==> src/rtl/hvcse_pkg.sv <==
// Shared constants and types for the channel status and event bank
package hvcse_pkg;

	localparam int WORD_W = 16;

	// Bit positions shared by the live status and the latched event word
	localparam int BIT_VOLT_MAX  = 15;
	localparam int BIT_AMP_MAX   = 14;
	localparam int BIT_KILL      = 13;
	localparam int BIT_EXT_BLOCK = 12;
	localparam int BIT_VOLT_WIN  = 11;
	localparam int BIT_AMP_WIN   = 10;
	localparam int BIT_ARC_COUNT = 9;
	localparam int BIT_RES_HI    = 8;
	localparam int BIT_CV        = 7;
	localparam int BIT_CC        = 6;
	localparam int BIT_PANIC     = 5;
	localparam int BIT_RAMP      = 4;
	localparam int BIT_LIVE      = 3;
	localparam int BIT_BAD_INPUT = 2;
	localparam int BIT_ARC       = 1;
	localparam int BIT_RES_LO    = 0;

	localparam logic [WORD_W-1:0] STATUS_RESET = 16'h0000;
	localparam logic [WORD_W-1:0] EVENT_RESET  = 16'h0000;
	localparam logic [WORD_W-1:0] USED_MASK    = 16'hFEFE;
	// Latched events that keep the output from being switched on
	localparam logic [WORD_W-1:0] BLOCK_MASK   = 16'hFE20;

	// Output counts as live above this measured voltage
	localparam int LIVE_THRESH_V = 60;

	// Live conditions reported by the channel control logic
	typedef struct packed {
		logic volt_max_exceeded;
		logic amp_max_exceeded;
		logic kill_enable;
		logic amp_setpoint_hit;
		logic abrupt_shutdown;
		logic volt_window_violation;
		logic amp_window_violation;
		logic arc_count_fault;
		logic cv_regulation;
		logic cc_regulation;
		logic panic_cutoff;
		logic ramp_in_progress;
		logic hv_generating;
		logic bad_input_flag;
		logic arc_present;
	} hvcse_cond_t;

	// Host commands: one-cycle strobes, plus the ack_data word that goes with ack_write
	typedef struct packed {
		logic              ack_write;
		logic [WORD_W-1:0] ack_data;
		logic              clear_events;
		logic              global_clear_cmd;
		logic              switch_on_req;
	} hvcse_cmd_t;

endpackage : hvcse_pkg

==> src/rtl/hvcse_sync.sv <==
// Two-flop level synchroniser, one stage pair per bit
module hvcse_sync
	import hvcse_pkg::*;
#(
	parameter int WIDTH = 1
) (
	input  wire logic             clk,
	input  wire logic             rst_n,
	input  wire logic [WIDTH-1:0] async_in,
	output logic      [WIDTH-1:0] sync_out
);

	if (WIDTH < 1) begin : g_check
		$error("hvcse_sync needs WIDTH of at least one");
	end

	logic [WIDTH-1:0] meta;

	for (genvar i = 0; i < WIDTH; i++) begin : g_bit
		always_ff @(posedge clk or negedge rst_n) begin
			if (!rst_n) begin
				meta[i]     <= 1'b0;
				sync_out[i] <= 1'b0;
			end else begin
				meta[i]     <= async_in[i];
				sync_out[i] <= meta[i];
			end
		end
	end

endmodule : hvcse_sync

==> src/rtl/hvcse_bank.sv <==
// Channel live status word, sticky event word and switch-on gate
module hvcse_bank
	import hvcse_pkg::*;
#(
	parameter int VOLT_W = 16
) (
	input  wire logic              clk,
	input  wire logic              rst_n,
	input  wire hvcse_cond_t       cond,
	input  wire logic [VOLT_W-1:0] volt_meas,
	input  wire logic              ext_block_pin,
	input  wire hvcse_cmd_t        cmd,
	output logic [WORD_W-1:0]      channel_live_status,
	output logic [WORD_W-1:0]      channel_latched_events,
	output logic                   switch_on_blocked,
	output logic                   switch_on_grant,
	output logic                   switch_on_refused,
	output logic                   module_events_clear
);

	// A window narrower than the threshold could never report a live output
	if (VOLT_W < 7 || VOLT_W > 32) begin : g_check
		$error("hvcse_bank needs VOLT_W between 7 and 32");
	end

	localparam logic [VOLT_W-1:0] LIVE_THRESH = VOLT_W'(LIVE_THRESH_V);

	// Inhibit arrives from a pin, so it is synchronised first
	logic ext_block_active;

	hvcse_sync #(
		.WIDTH (1)
	) u_ext_sync (
		.clk      (clk),
		.rst_n    (rst_n),
		.async_in (ext_block_pin),
		.sync_out (ext_block_active)
	);

	// Kill-mode shutdown, held until the condition is gone and off is done
	logic kill_shutdown_flag;
	logic next_kill_shutdown_flag;
	logic kill_cause;

	always_comb begin
		kill_cause = cond.volt_max_exceeded
			| cond.amp_max_exceeded
			| cond.amp_setpoint_hit;
		next_kill_shutdown_flag = kill_shutdown_flag;
		if (cond.kill_enable && kill_cause && cond.abrupt_shutdown) begin
			next_kill_shutdown_flag = 1'b1;
		end else if (!cond.hv_generating && !kill_cause) begin
			next_kill_shutdown_flag = 1'b0;
		end
	end

	always_ff @(posedge clk or negedge rst_n) begin
		if (!rst_n) begin
			kill_shutdown_flag <= 1'b0;
		end else begin
			kill_shutdown_flag <= next_kill_shutdown_flag;
		end
	end

	// Live status word
	logic [WORD_W-1:0] next_status;
	logic              output_live;

	always_comb begin
		output_live = cond.hv_generating || (volt_meas > LIVE_THRESH);
		next_status = STATUS_RESET;
		next_status[BIT_VOLT_MAX]  = cond.volt_max_exceeded;
		next_status[BIT_AMP_MAX]   = cond.amp_max_exceeded;
		next_status[BIT_KILL]      = kill_shutdown_flag;
		next_status[BIT_EXT_BLOCK] = ext_block_active;
		next_status[BIT_VOLT_WIN]  = cond.volt_window_violation;
		next_status[BIT_AMP_WIN]   = cond.amp_window_violation;
		next_status[BIT_ARC_COUNT] = cond.arc_count_fault;
		next_status[BIT_CV]        = cond.cv_regulation;
		next_status[BIT_CC]        = cond.cc_regulation;
		next_status[BIT_PANIC]     = cond.panic_cutoff;
		next_status[BIT_RAMP]      = cond.ramp_in_progress;
		next_status[BIT_LIVE]      = output_live;
		next_status[BIT_BAD_INPUT] = cond.bad_input_flag;
		next_status[BIT_ARC]       = cond.arc_present;
		next_status = next_status & USED_MASK;
	end

	// Re-evaluated every cycle with no software involvement
	always_ff @(posedge clk or negedge rst_n) begin
		if (!rst_n) begin
			channel_live_status <= STATUS_RESET;
		end else begin
			channel_live_status <= next_status;
		end
	end

	// Previous status, for edge-driven events
	logic [WORD_W-1:0] prev_status;
	logic [WORD_W-1:0] next_prev_status;

	always_comb begin
		next_prev_status = channel_live_status;
	end

	always_ff @(posedge clk or negedge rst_n) begin
		if (!rst_n) begin
			prev_status <= STATUS_RESET;
		end else begin
			prev_status <= next_prev_status;
		end
	end

	// Event set vector
	logic [WORD_W-1:0] event_set;
	logic              ramp_finished;
	logic              cut_without_ramp;
	logic [WORD_W-1:0] rose;

	always_comb begin
		rose = channel_live_status & ~prev_status;
		// Ramp-end is an edge, not a level
		ramp_finished = prev_status[BIT_RAMP] & ~channel_live_status[BIT_RAMP];
		// Every unramped cutoff cause counts as an abrupt off
		cut_without_ramp = rose[BIT_KILL]
			| rose[BIT_PANIC]
			| rose[BIT_ARC_COUNT];
		event_set = channel_live_status;
		event_set[BIT_RAMP] = ramp_finished;
		event_set[BIT_LIVE] = cut_without_ramp;
		event_set = event_set & USED_MASK;
	end

	// Individual event names
	logic volt_max_latched;
	logic amp_max_latched;
	logic kill_shutdown_latched;
	logic ext_block_latched;
	logic volt_window_latched;
	logic amp_window_latched;
	logic arc_count_latched;
	logic cv_latched;
	logic cc_latched;
	logic panic_cutoff_latched;
	logic ramp_done_latched;
	logic abrupt_off_latched;
	logic bad_input_latched;
	logic arc_seen_latched;

	always_comb begin
		volt_max_latched      = event_set[BIT_VOLT_MAX];
		amp_max_latched       = event_set[BIT_AMP_MAX];
		kill_shutdown_latched = event_set[BIT_KILL];
		ext_block_latched     = event_set[BIT_EXT_BLOCK];
		volt_window_latched   = event_set[BIT_VOLT_WIN];
		amp_window_latched    = event_set[BIT_AMP_WIN];
		arc_count_latched     = event_set[BIT_ARC_COUNT];
		cv_latched            = event_set[BIT_CV];
		cc_latched            = event_set[BIT_CC];
		panic_cutoff_latched  = event_set[BIT_PANIC];
		ramp_done_latched     = event_set[BIT_RAMP];
		abrupt_off_latched    = event_set[BIT_LIVE];
		bad_input_latched     = event_set[BIT_BAD_INPUT];
		arc_seen_latched      = event_set[BIT_ARC];
	end

	// Sticky event word; a set in the clearing cycle wins over the clear
	logic [WORD_W-1:0] next_events;
	logic [WORD_W-1:0] set_vec;
	logic [WORD_W-1:0] clr_vec;

	always_comb begin
		set_vec = {volt_max_latched, amp_max_latched, kill_shutdown_latched,
			ext_block_latched, volt_window_latched, amp_window_latched,
			arc_count_latched, 1'b0, cv_latched, cc_latched,
			panic_cutoff_latched, ramp_done_latched, abrupt_off_latched,
			bad_input_latched, arc_seen_latched, 1'b0};
		clr_vec = {WORD_W{1'b0}};
		if (cmd.ack_write) begin
			clr_vec = cmd.ack_data;
		end
		if (cmd.clear_events) begin
			clr_vec = {WORD_W{1'b1}};
		end
		if (cmd.global_clear_cmd) begin
			clr_vec = {WORD_W{1'b1}};
		end
		// Never cleared by hardware itself
		next_events = ((channel_latched_events & ~clr_vec) | set_vec) & USED_MASK;
	end

	always_ff @(posedge clk or negedge rst_n) begin
		if (!rst_n) begin
			channel_latched_events <= EVENT_RESET;
		end else begin
			channel_latched_events <= next_events;
		end
	end

	// Module-level event word lives elsewhere; it is told by this pulse
	logic next_module_events_clear;

	always_comb begin
		next_module_events_clear = cmd.global_clear_cmd;
	end

	always_ff @(posedge clk or negedge rst_n) begin
		if (!rst_n) begin
			module_events_clear <= 1'b0;
		end else begin
			module_events_clear <= next_module_events_clear;
		end
	end

	// Switch-on gate, judged on the event word as updated this cycle
	logic next_blocked;
	logic next_grant;
	logic next_refused;

	always_comb begin
		next_blocked = |(next_events & BLOCK_MASK);
		// Clearing and switching on in one cycle: the clear counts first
		next_grant   = cmd.switch_on_req & ~next_blocked;
		next_refused = cmd.switch_on_req & next_blocked;
	end

	always_ff @(posedge clk or negedge rst_n) begin
		if (!rst_n) begin
			switch_on_blocked <= 1'b0;
			switch_on_grant   <= 1'b0;
			switch_on_refused <= 1'b0;
		end else begin
			switch_on_blocked <= next_blocked;
			switch_on_grant   <= next_grant;
			switch_on_refused <= next_refused;
		end
	end

endmodule : hvcse_bank

==> config.mk <==
export PLATFORM = sky130hd
export DESIGN_NAME = hvcse_bank
export DESIGN_NICKNAME = d
export VERILOG_FILES = /design/src/rtl/hvcse_pkg.sv /design/src/rtl/hvcse_sync.sv /design/src/rtl/hvcse_bank.sv
export SDC_FILE = /design/constraint.sdc
export NUM_CORES = 1
export LEC_CHECK = 0
export ABC_AREA = 1
export BUFFER_PORTS_ARGS = -buffer_cell sky130_fd_sc_hd__buf_2
export CAP_MARGIN = 20
export CORE_ASPECT_RATIO = 1.5
export CORE_MARGIN = 5
export CORE_UTILIZATION = 38
export DETAILED_ROUTE_END_ITERATION = 6
export PLACE_DENSITY_LB_ADDON = 0.12
export SYNTH_ARGS = -nofsm -noshare
export SYNTH_HDL_FRONTEND = slang
export SYNTH_HIERARCHICAL = 1
export SYNTH_SLANG_ARGS = --single-unit
==> constraint.sdc <==
create_clock -name clk -period 0.85 [get_ports clk]
set_input_delay 0.1275 -clock clk [delete_from_list [all_inputs] [get_ports clk]]
set_output_delay 0.1275 -clock clk [all_outputs]
set_load 0.05 [all_outputs]
==> metrics, run 1 <==
synth top area cells=dfrtp_1, nand2_1, inv_1, nand2_2, nor2_2; drt pass-1 iters=3; vias in the first global route=approximately 1500; antenna-violating nets left=0; sequential-to-total area share from yosys stat=0.660; Pleak=roughly 1.3 nW; vias per inst=around 4.5; CTS tree=yes; initial antenna violation count=0; largest net degree at the start of global routing=40; htree depth=2; Port-buffer cells=83; post-synthesis cell area=~0.0015 sq mm; Worst Setup End Kind=output pin; synthesized area per cell=~11 sq um; Placement Rows=27; global-route wire length before repair=approximately 6300 microns; RSZ-0062 raised after global routing=true; die width=approximately 61 microns; dpl ws=-0.243 ns; count of pins over their slew limit=0; R2R cell count=6; top cell type's share of synthesized area=0.660; WS Path Type=reg2out; drt drc=0; routed wl met2=around 2200 microns; Post-synth EDFFs=0; CP startpoint kind=flop; Cell variety after synth=21; Iteration-0 DRC Markers=24; Period minus WS final=around 1.1 ns; Design Area, Final=about 0.0027 sq mm; final worst path period share=1.29; Die Ht=about 86 microns; Clock transition at path regs=~0.070 ns; Yosys warning count=6; Post-synth top cells=dfrtp_1, nand2_1, inv_1; gpl congestion=around 0.70; final wirelength=slightly below 4000 microns; Root Buffer=clkbuf_8; count leader, synth=dfrtp_1; hold depth=3; max-cap violation count=0; Yosys reg bits=39; hold_sp=volt_meas[13]; leading area contributor after synthesis=dfrtp_1; fraction of registers with async set/reset=1.00; top layer in use=met4; status=finished with violations; Worst Hold Class=in2reg; Worst R2R Setup Slack=-0.17 ns; Clock Tree Buf Depth=2; metal3 WL=between 400 and 500 microns; DRT met1 WL=between 1000 and 1500 microns; die area=~0.0053 sq mm; Area Overhead vs Synth=82.0%; VDD IR max=between 1000 and 1500 uV; WHS Endpoint=channel_live_status[3]; placed inst area=around 0.0021 sq mm; final antenna diode count=0; reg-to-reg endpoint=switch_on_grant; reg2reg start=channel_live_status[14]; share of layout cells above drive strength 1=0.701; failing checks=negative setup slack; detailed-route via count=1330; Synth Instances=around 130; number of setup violations in the final report=36; num ports=90; CP required=0.72 ns; Hold Violations, Final=0; Total GRT Usage=0.162; crit path max fanout=2; Skew-Pair Late Insertion Delay=around 0.28 ns; core area=around 0.0037 sq mm; nets@finish=between 300 and 400; Post-Route Skew=0.00590 ns; Sink Count=39; WL/cell=about 13 microns; starting density of the core=0.398; grt ovf=0; fin worst setup slack=-0.251 ns; DP HPWL=roughly 2900 microns; TritonCTS Buffers=5; WP data arrival=0.97 ns; ys flop type=dfrtp_1; power per cell area=between 1500 and 2000 mW/mm^2; Fmax=a little over 900 MHz
==> worst max path at each step <==
stage	slack, ns	endpoint	start	cells past startpoint
after floorplan	-0.22	switch_on_refused	channel_live_status[14]	5
after global placement	-0.22	switch_on_grant	cmd[2]	10
after detailed placement	-0.24	switch_on_grant	cmd[2]	10
after CTS	-0.25	channel_latched_events[5]	channel_latched_events[5]	2
after global routing	-0.28	channel_latched_events[5]	channel_latched_events[5]	2
final	-0.25	channel_latched_events[5]	channel_latched_events[5]	2
==> stage by stage <==
stage	hold WS (ns)	cells	util	power [mW]	setup TNS, ns
2_1_floorplan	-0.168	136	-	2.64	-0.807
3_3_place_gp	0.108	272	0.573	2.99	-0.603
3_5_place_dp	0.112	272	0.573	3.01	-0.673
4_1_cts	0.0552	296	0.715	4.46	-5.56
5_1_grt	0.0472	297	0.724	4.66	-6.61
6_report	0.0526	297	0.724	4.43	-5.28
==> flip-flops by register name, indices dropped and copies added (netlist names) <==
register,count
kill_shutdown_flag,1
u_ext_sync/sync_out,1
switch_on_refused,1
channel_latched_events,14
prev_status,4
channel_live_status,14
u_ext_sync/meta,1
switch_on_grant,1
module_events_clear,1
switch_on_blocked,1
==> area by class of cell <==
| cell class | count | area, sq um |
|---|---|---|
| timing repair buffer | 116 | 1010 |
| multi-input combinational | 74 | 468 |
| tap | 43 | 53.8 |
| inverter | 17 | 66.3 |
| fill | 276 | 1030 |
| sequential | 39 | 1010 |
| clock buffer | 8 | 80.1 |
==> kinds of logic (layout without fill, tap and decap cells) <==
kind of cell / count (synthesis) / count (layout) / synth area share
buffers and inverters: 23 / 141 / 0.0787
AND/OR/NAND/NOR: 61 / 61 / 0.213
other: 1 / 4 / 0.00254
flip-flops: 39 / 39 / 0.660
AO/OA/AOI/OAI: 9 / 9 / 0.0449
==> routing by layer <==
metal	vias up	track usage
met5	-	0
met4	0	0.0533
met3	5	0.0656
met2	64	0.297
met1	614	0.158
li1	647	-
==> critical path, stage by stage (launching register included) <==
cell and delay, ns:
dfrtp_2 0.43, buf_6 0.12, buf_8 0.14
==> power by group <==
part	total, mW	switching (mW)	internal, mW
Sequential	2.07	0.0866	1.99
Combinational	1.19	0.663	0.532
Clock	1.16	0.580	0.582
==> placed cells by master (no fill, tap or decap), types with 3 or more instances in the layout <==
cell           Yosys  layout
buf_2              0      51
buf_6              2      35
dfrtp_2            0      26
nand2_1           24      18
nand2_2            8      13
dfrtp_1           39      13
dlygate4sd3_1      0      13
inv_1             15      11
buf_8              0       9
nor2_2             7       7
nand3_2            3       7
inv_2              2       5
clkbuf_8           0       5
buf_4              4       5
nor2_1             5       4
conb_1             1       4
a31o_2             4       3
clkbuf_1           0       3
buf_12             0       3
==> what timing repair did <==
action / 4_1_cts / 5_1_grt
buffers inserted: 3 / 1
pin swaps: 12 / 4
gates resized for setup: 90 / 7
hold buffers: 13 / 0
hold endpoints to repair: 51 / 0
setup endpoints to repair: 36 / 37
No activity file was read; power rests on OpenSTA's default activity.
==> inputs of run 2 (changes only) <==
PLACE_DENSITY = 0.75   (was unset)
PLACE_DENSITY_LB_ADDON = unset   (was 0.12)
SKIP_LAST_GASP = 1   (was unset)
==> metrics, run 2 (same netlist as run 1, synthesis figures left out) <==
max-cap violation count=0 (unchanged); htree depth=2 (unchanged); power per cell area=1710 mW/mm^2 (was 1650 mW/mm^2); CP max stage cell=dfrtp_2 (unchanged); commonest non-fill, non-tap cells in the layout=buf_2, buf_6, dfrtp_2 (unchanged); vias per inst=4.52 (was 4.48); total chip power=4.68 mW (was 4.43 mW); share of layout cells above drive strength 1=0.708 (was 0.701); Worst R2R Setup Slack=-0.25 ns (was -0.17 ns); Placement Rows=27 (unchanged); largest net degree at the start of global routing=40 (unchanged); gpl congestion=0.746 (was 0.698); Buffers & Inverters on Critical Path=2 (unchanged); Critical Path, Cell by Cell=buf_6 -> buf_8 (unchanged); number of setup violations in the final report=37 (was 36); largest registers=channel_latched_events: 14 flops, channel_live_status: 14 flops, prev_status: 4 flops (unchanged); die width=60.9 microns (unchanged); Post-Route Skew=0.00603 ns (was 0.00590 ns); count of pins over their slew limit=0 (unchanged); failing checks=negative setup slack (unchanged); crit path max fanout=2 (unchanged); vias in the first global route=1520 (was 1457); drt drc=0 (unchanged); Total GRT Usage=0.177 (was 0.162); TritonCTS Buffers=5 (unchanged); antenna-violating nets left=0 (unchanged); Skew-Pair Late Insertion Delay=0.29 ns (was 0.28 ns); fin worst setup slack=-0.260 ns (was -0.251 ns); VDD IR max=1430 uV (was 1270 uV); detailed-route via count=1370 (was 1330); WP data arrival=0.98 ns (was 0.97 ns); grt met2 use=0.322 (was 0.297); global-route wire length before repair=6760 microns (was 6310 microns); WS Path Type=reg2out (unchanged); nets@finish=313 (was 307); final wirelength=4440 microns (was 3870 microns); Sink Count=39 (unchanged); Crit path largest cell delay=0.43 ns (about the same); final worst path period share=1.31 (was 1.29); Clock Tree Buf Depth=2 (unchanged); die area=0.00526 sq mm (unchanged); DP HPWL=2900 microns (was 2890 microns); starting density of the core=0.398 (unchanged); initial antenna violation count=0 (unchanged); final antenna diode count=0 (unchanged); core area=0.00372 sq mm (unchanged); dpl ws=-0.232 ns (was -0.243 ns); drt pass-1 iters=4 (was 3); M1 GR Usage=0.168 (was 0.158); Fmax=901 MHz (was 909 MHz); CP required=0.72 ns (about the same); gr busiest metal=met2 (unchanged); RSZ-0062 raised after global routing=true (unchanged); met3 usage in global routing=0.0730 (was 0.0656); num ports=90 (unchanged); Worst Setup End Kind=output pin (unchanged); CP startpoint kind=flop (unchanged); Die Ht=86.4 microns (unchanged); Worst path top cell family by delay=flip-flops (unchanged); Port-buffer cells=83 (unchanged); Pleak=1.34 nW (was 1.31 nW); Clock transition at path regs=0.08 ns (was 0.07 ns); Hold Violations, Final=0 (unchanged); most common cell after layout, fill and taps aside=buf_2 (unchanged); status=finished with violations (unchanged); Iteration-0 DRC Markers=26 (was 24); Worst Hold Class=in2reg (unchanged); Root Buffer=clkbuf_8 (unchanged); grt ovf=0 (unchanged); CTS tree=yes (unchanged); Area Overhead vs Synth=84.9% (was 82.0%); WL/cell=14.7 microns (was 13.0 microns); Period minus WS final=1.11 ns (was 1.10 ns)
## run 2: cell count changes in the layout (fill, tap and decap cells not counted), sizes merged
| cell | previous run | this run |
|---|---|---|
| buf | 103 | 109 |
## run 2: worst min-delay path, stage by stage
cell	delay (ns)
buf_2	0.08
nor4_1	0.03
nand4_1	0.06
## run 2: through the flow
step	instance area, sq um	hold WS (ns)	TNS, ns	std cells	utilization
finish	2730	0.0402	-5.68	303	0.735
floorplan	1550	-0.168	-0.807	136	-
detailed placement	2110	0.112	-0.959	270	0.569
CTS	2670	0.0301	-5.87	301	0.718
global route	2730	0.0322	-7.02	303	0.735
global placement	2110	0.107	-0.875	270	0.569
## run 2: where the power goes
part | internal [mW] | switching (mW)
logic | 0.551 | 0.686
clock network | 0.740 | 0.622
registers | 1.99 | 0.0928
## run 2: what timing repair did
action	CTS	global route
endpoints found under the setup margin	35	39
pin swaps	1	4
hold buffers	13	0
resized for setup	78	14
endpoints found under the hold margin	51	0
setup buffers	10	4
gates cloned	0	0
## run 2: path summary, 6_finish.rpt
| kind | end | depth (start not counted) | from |
|---|---|---|---|
| min in group asynchronous | channel_live_status[2] | 3 | rst_n |
| setup / recovery | channel_latched_events[9] | 2 | channel_latched_events[9] |
| max in group asynchronous | channel_live_status[4] | 3 | rst_n |
| hold reg to reg | channel_live_status[12] | 0 | u_ext_sync/sync_out |
| setup reg to reg | switch_on_refused | 7 | channel_latched_events[9] |
| hold / removal | channel_live_status[3] | 3 | volt_meas[13] |
## run 2: area by class of cell
type                    instances  area [sq um]
repair buffers                122          1050
flip-flops and latches         39          1010
fillers                       256           983
multi-input cells              74           453
clock buffers                   8           100
inverters                      17          71.3
well taps                      43          53.8
## run 2: metal layers
metal,up-vias,share of wire
met2,54,0.59
met4,0,0.023
met3,9,0.078
met1,650,0.31
li1,657,-
met5,-,0
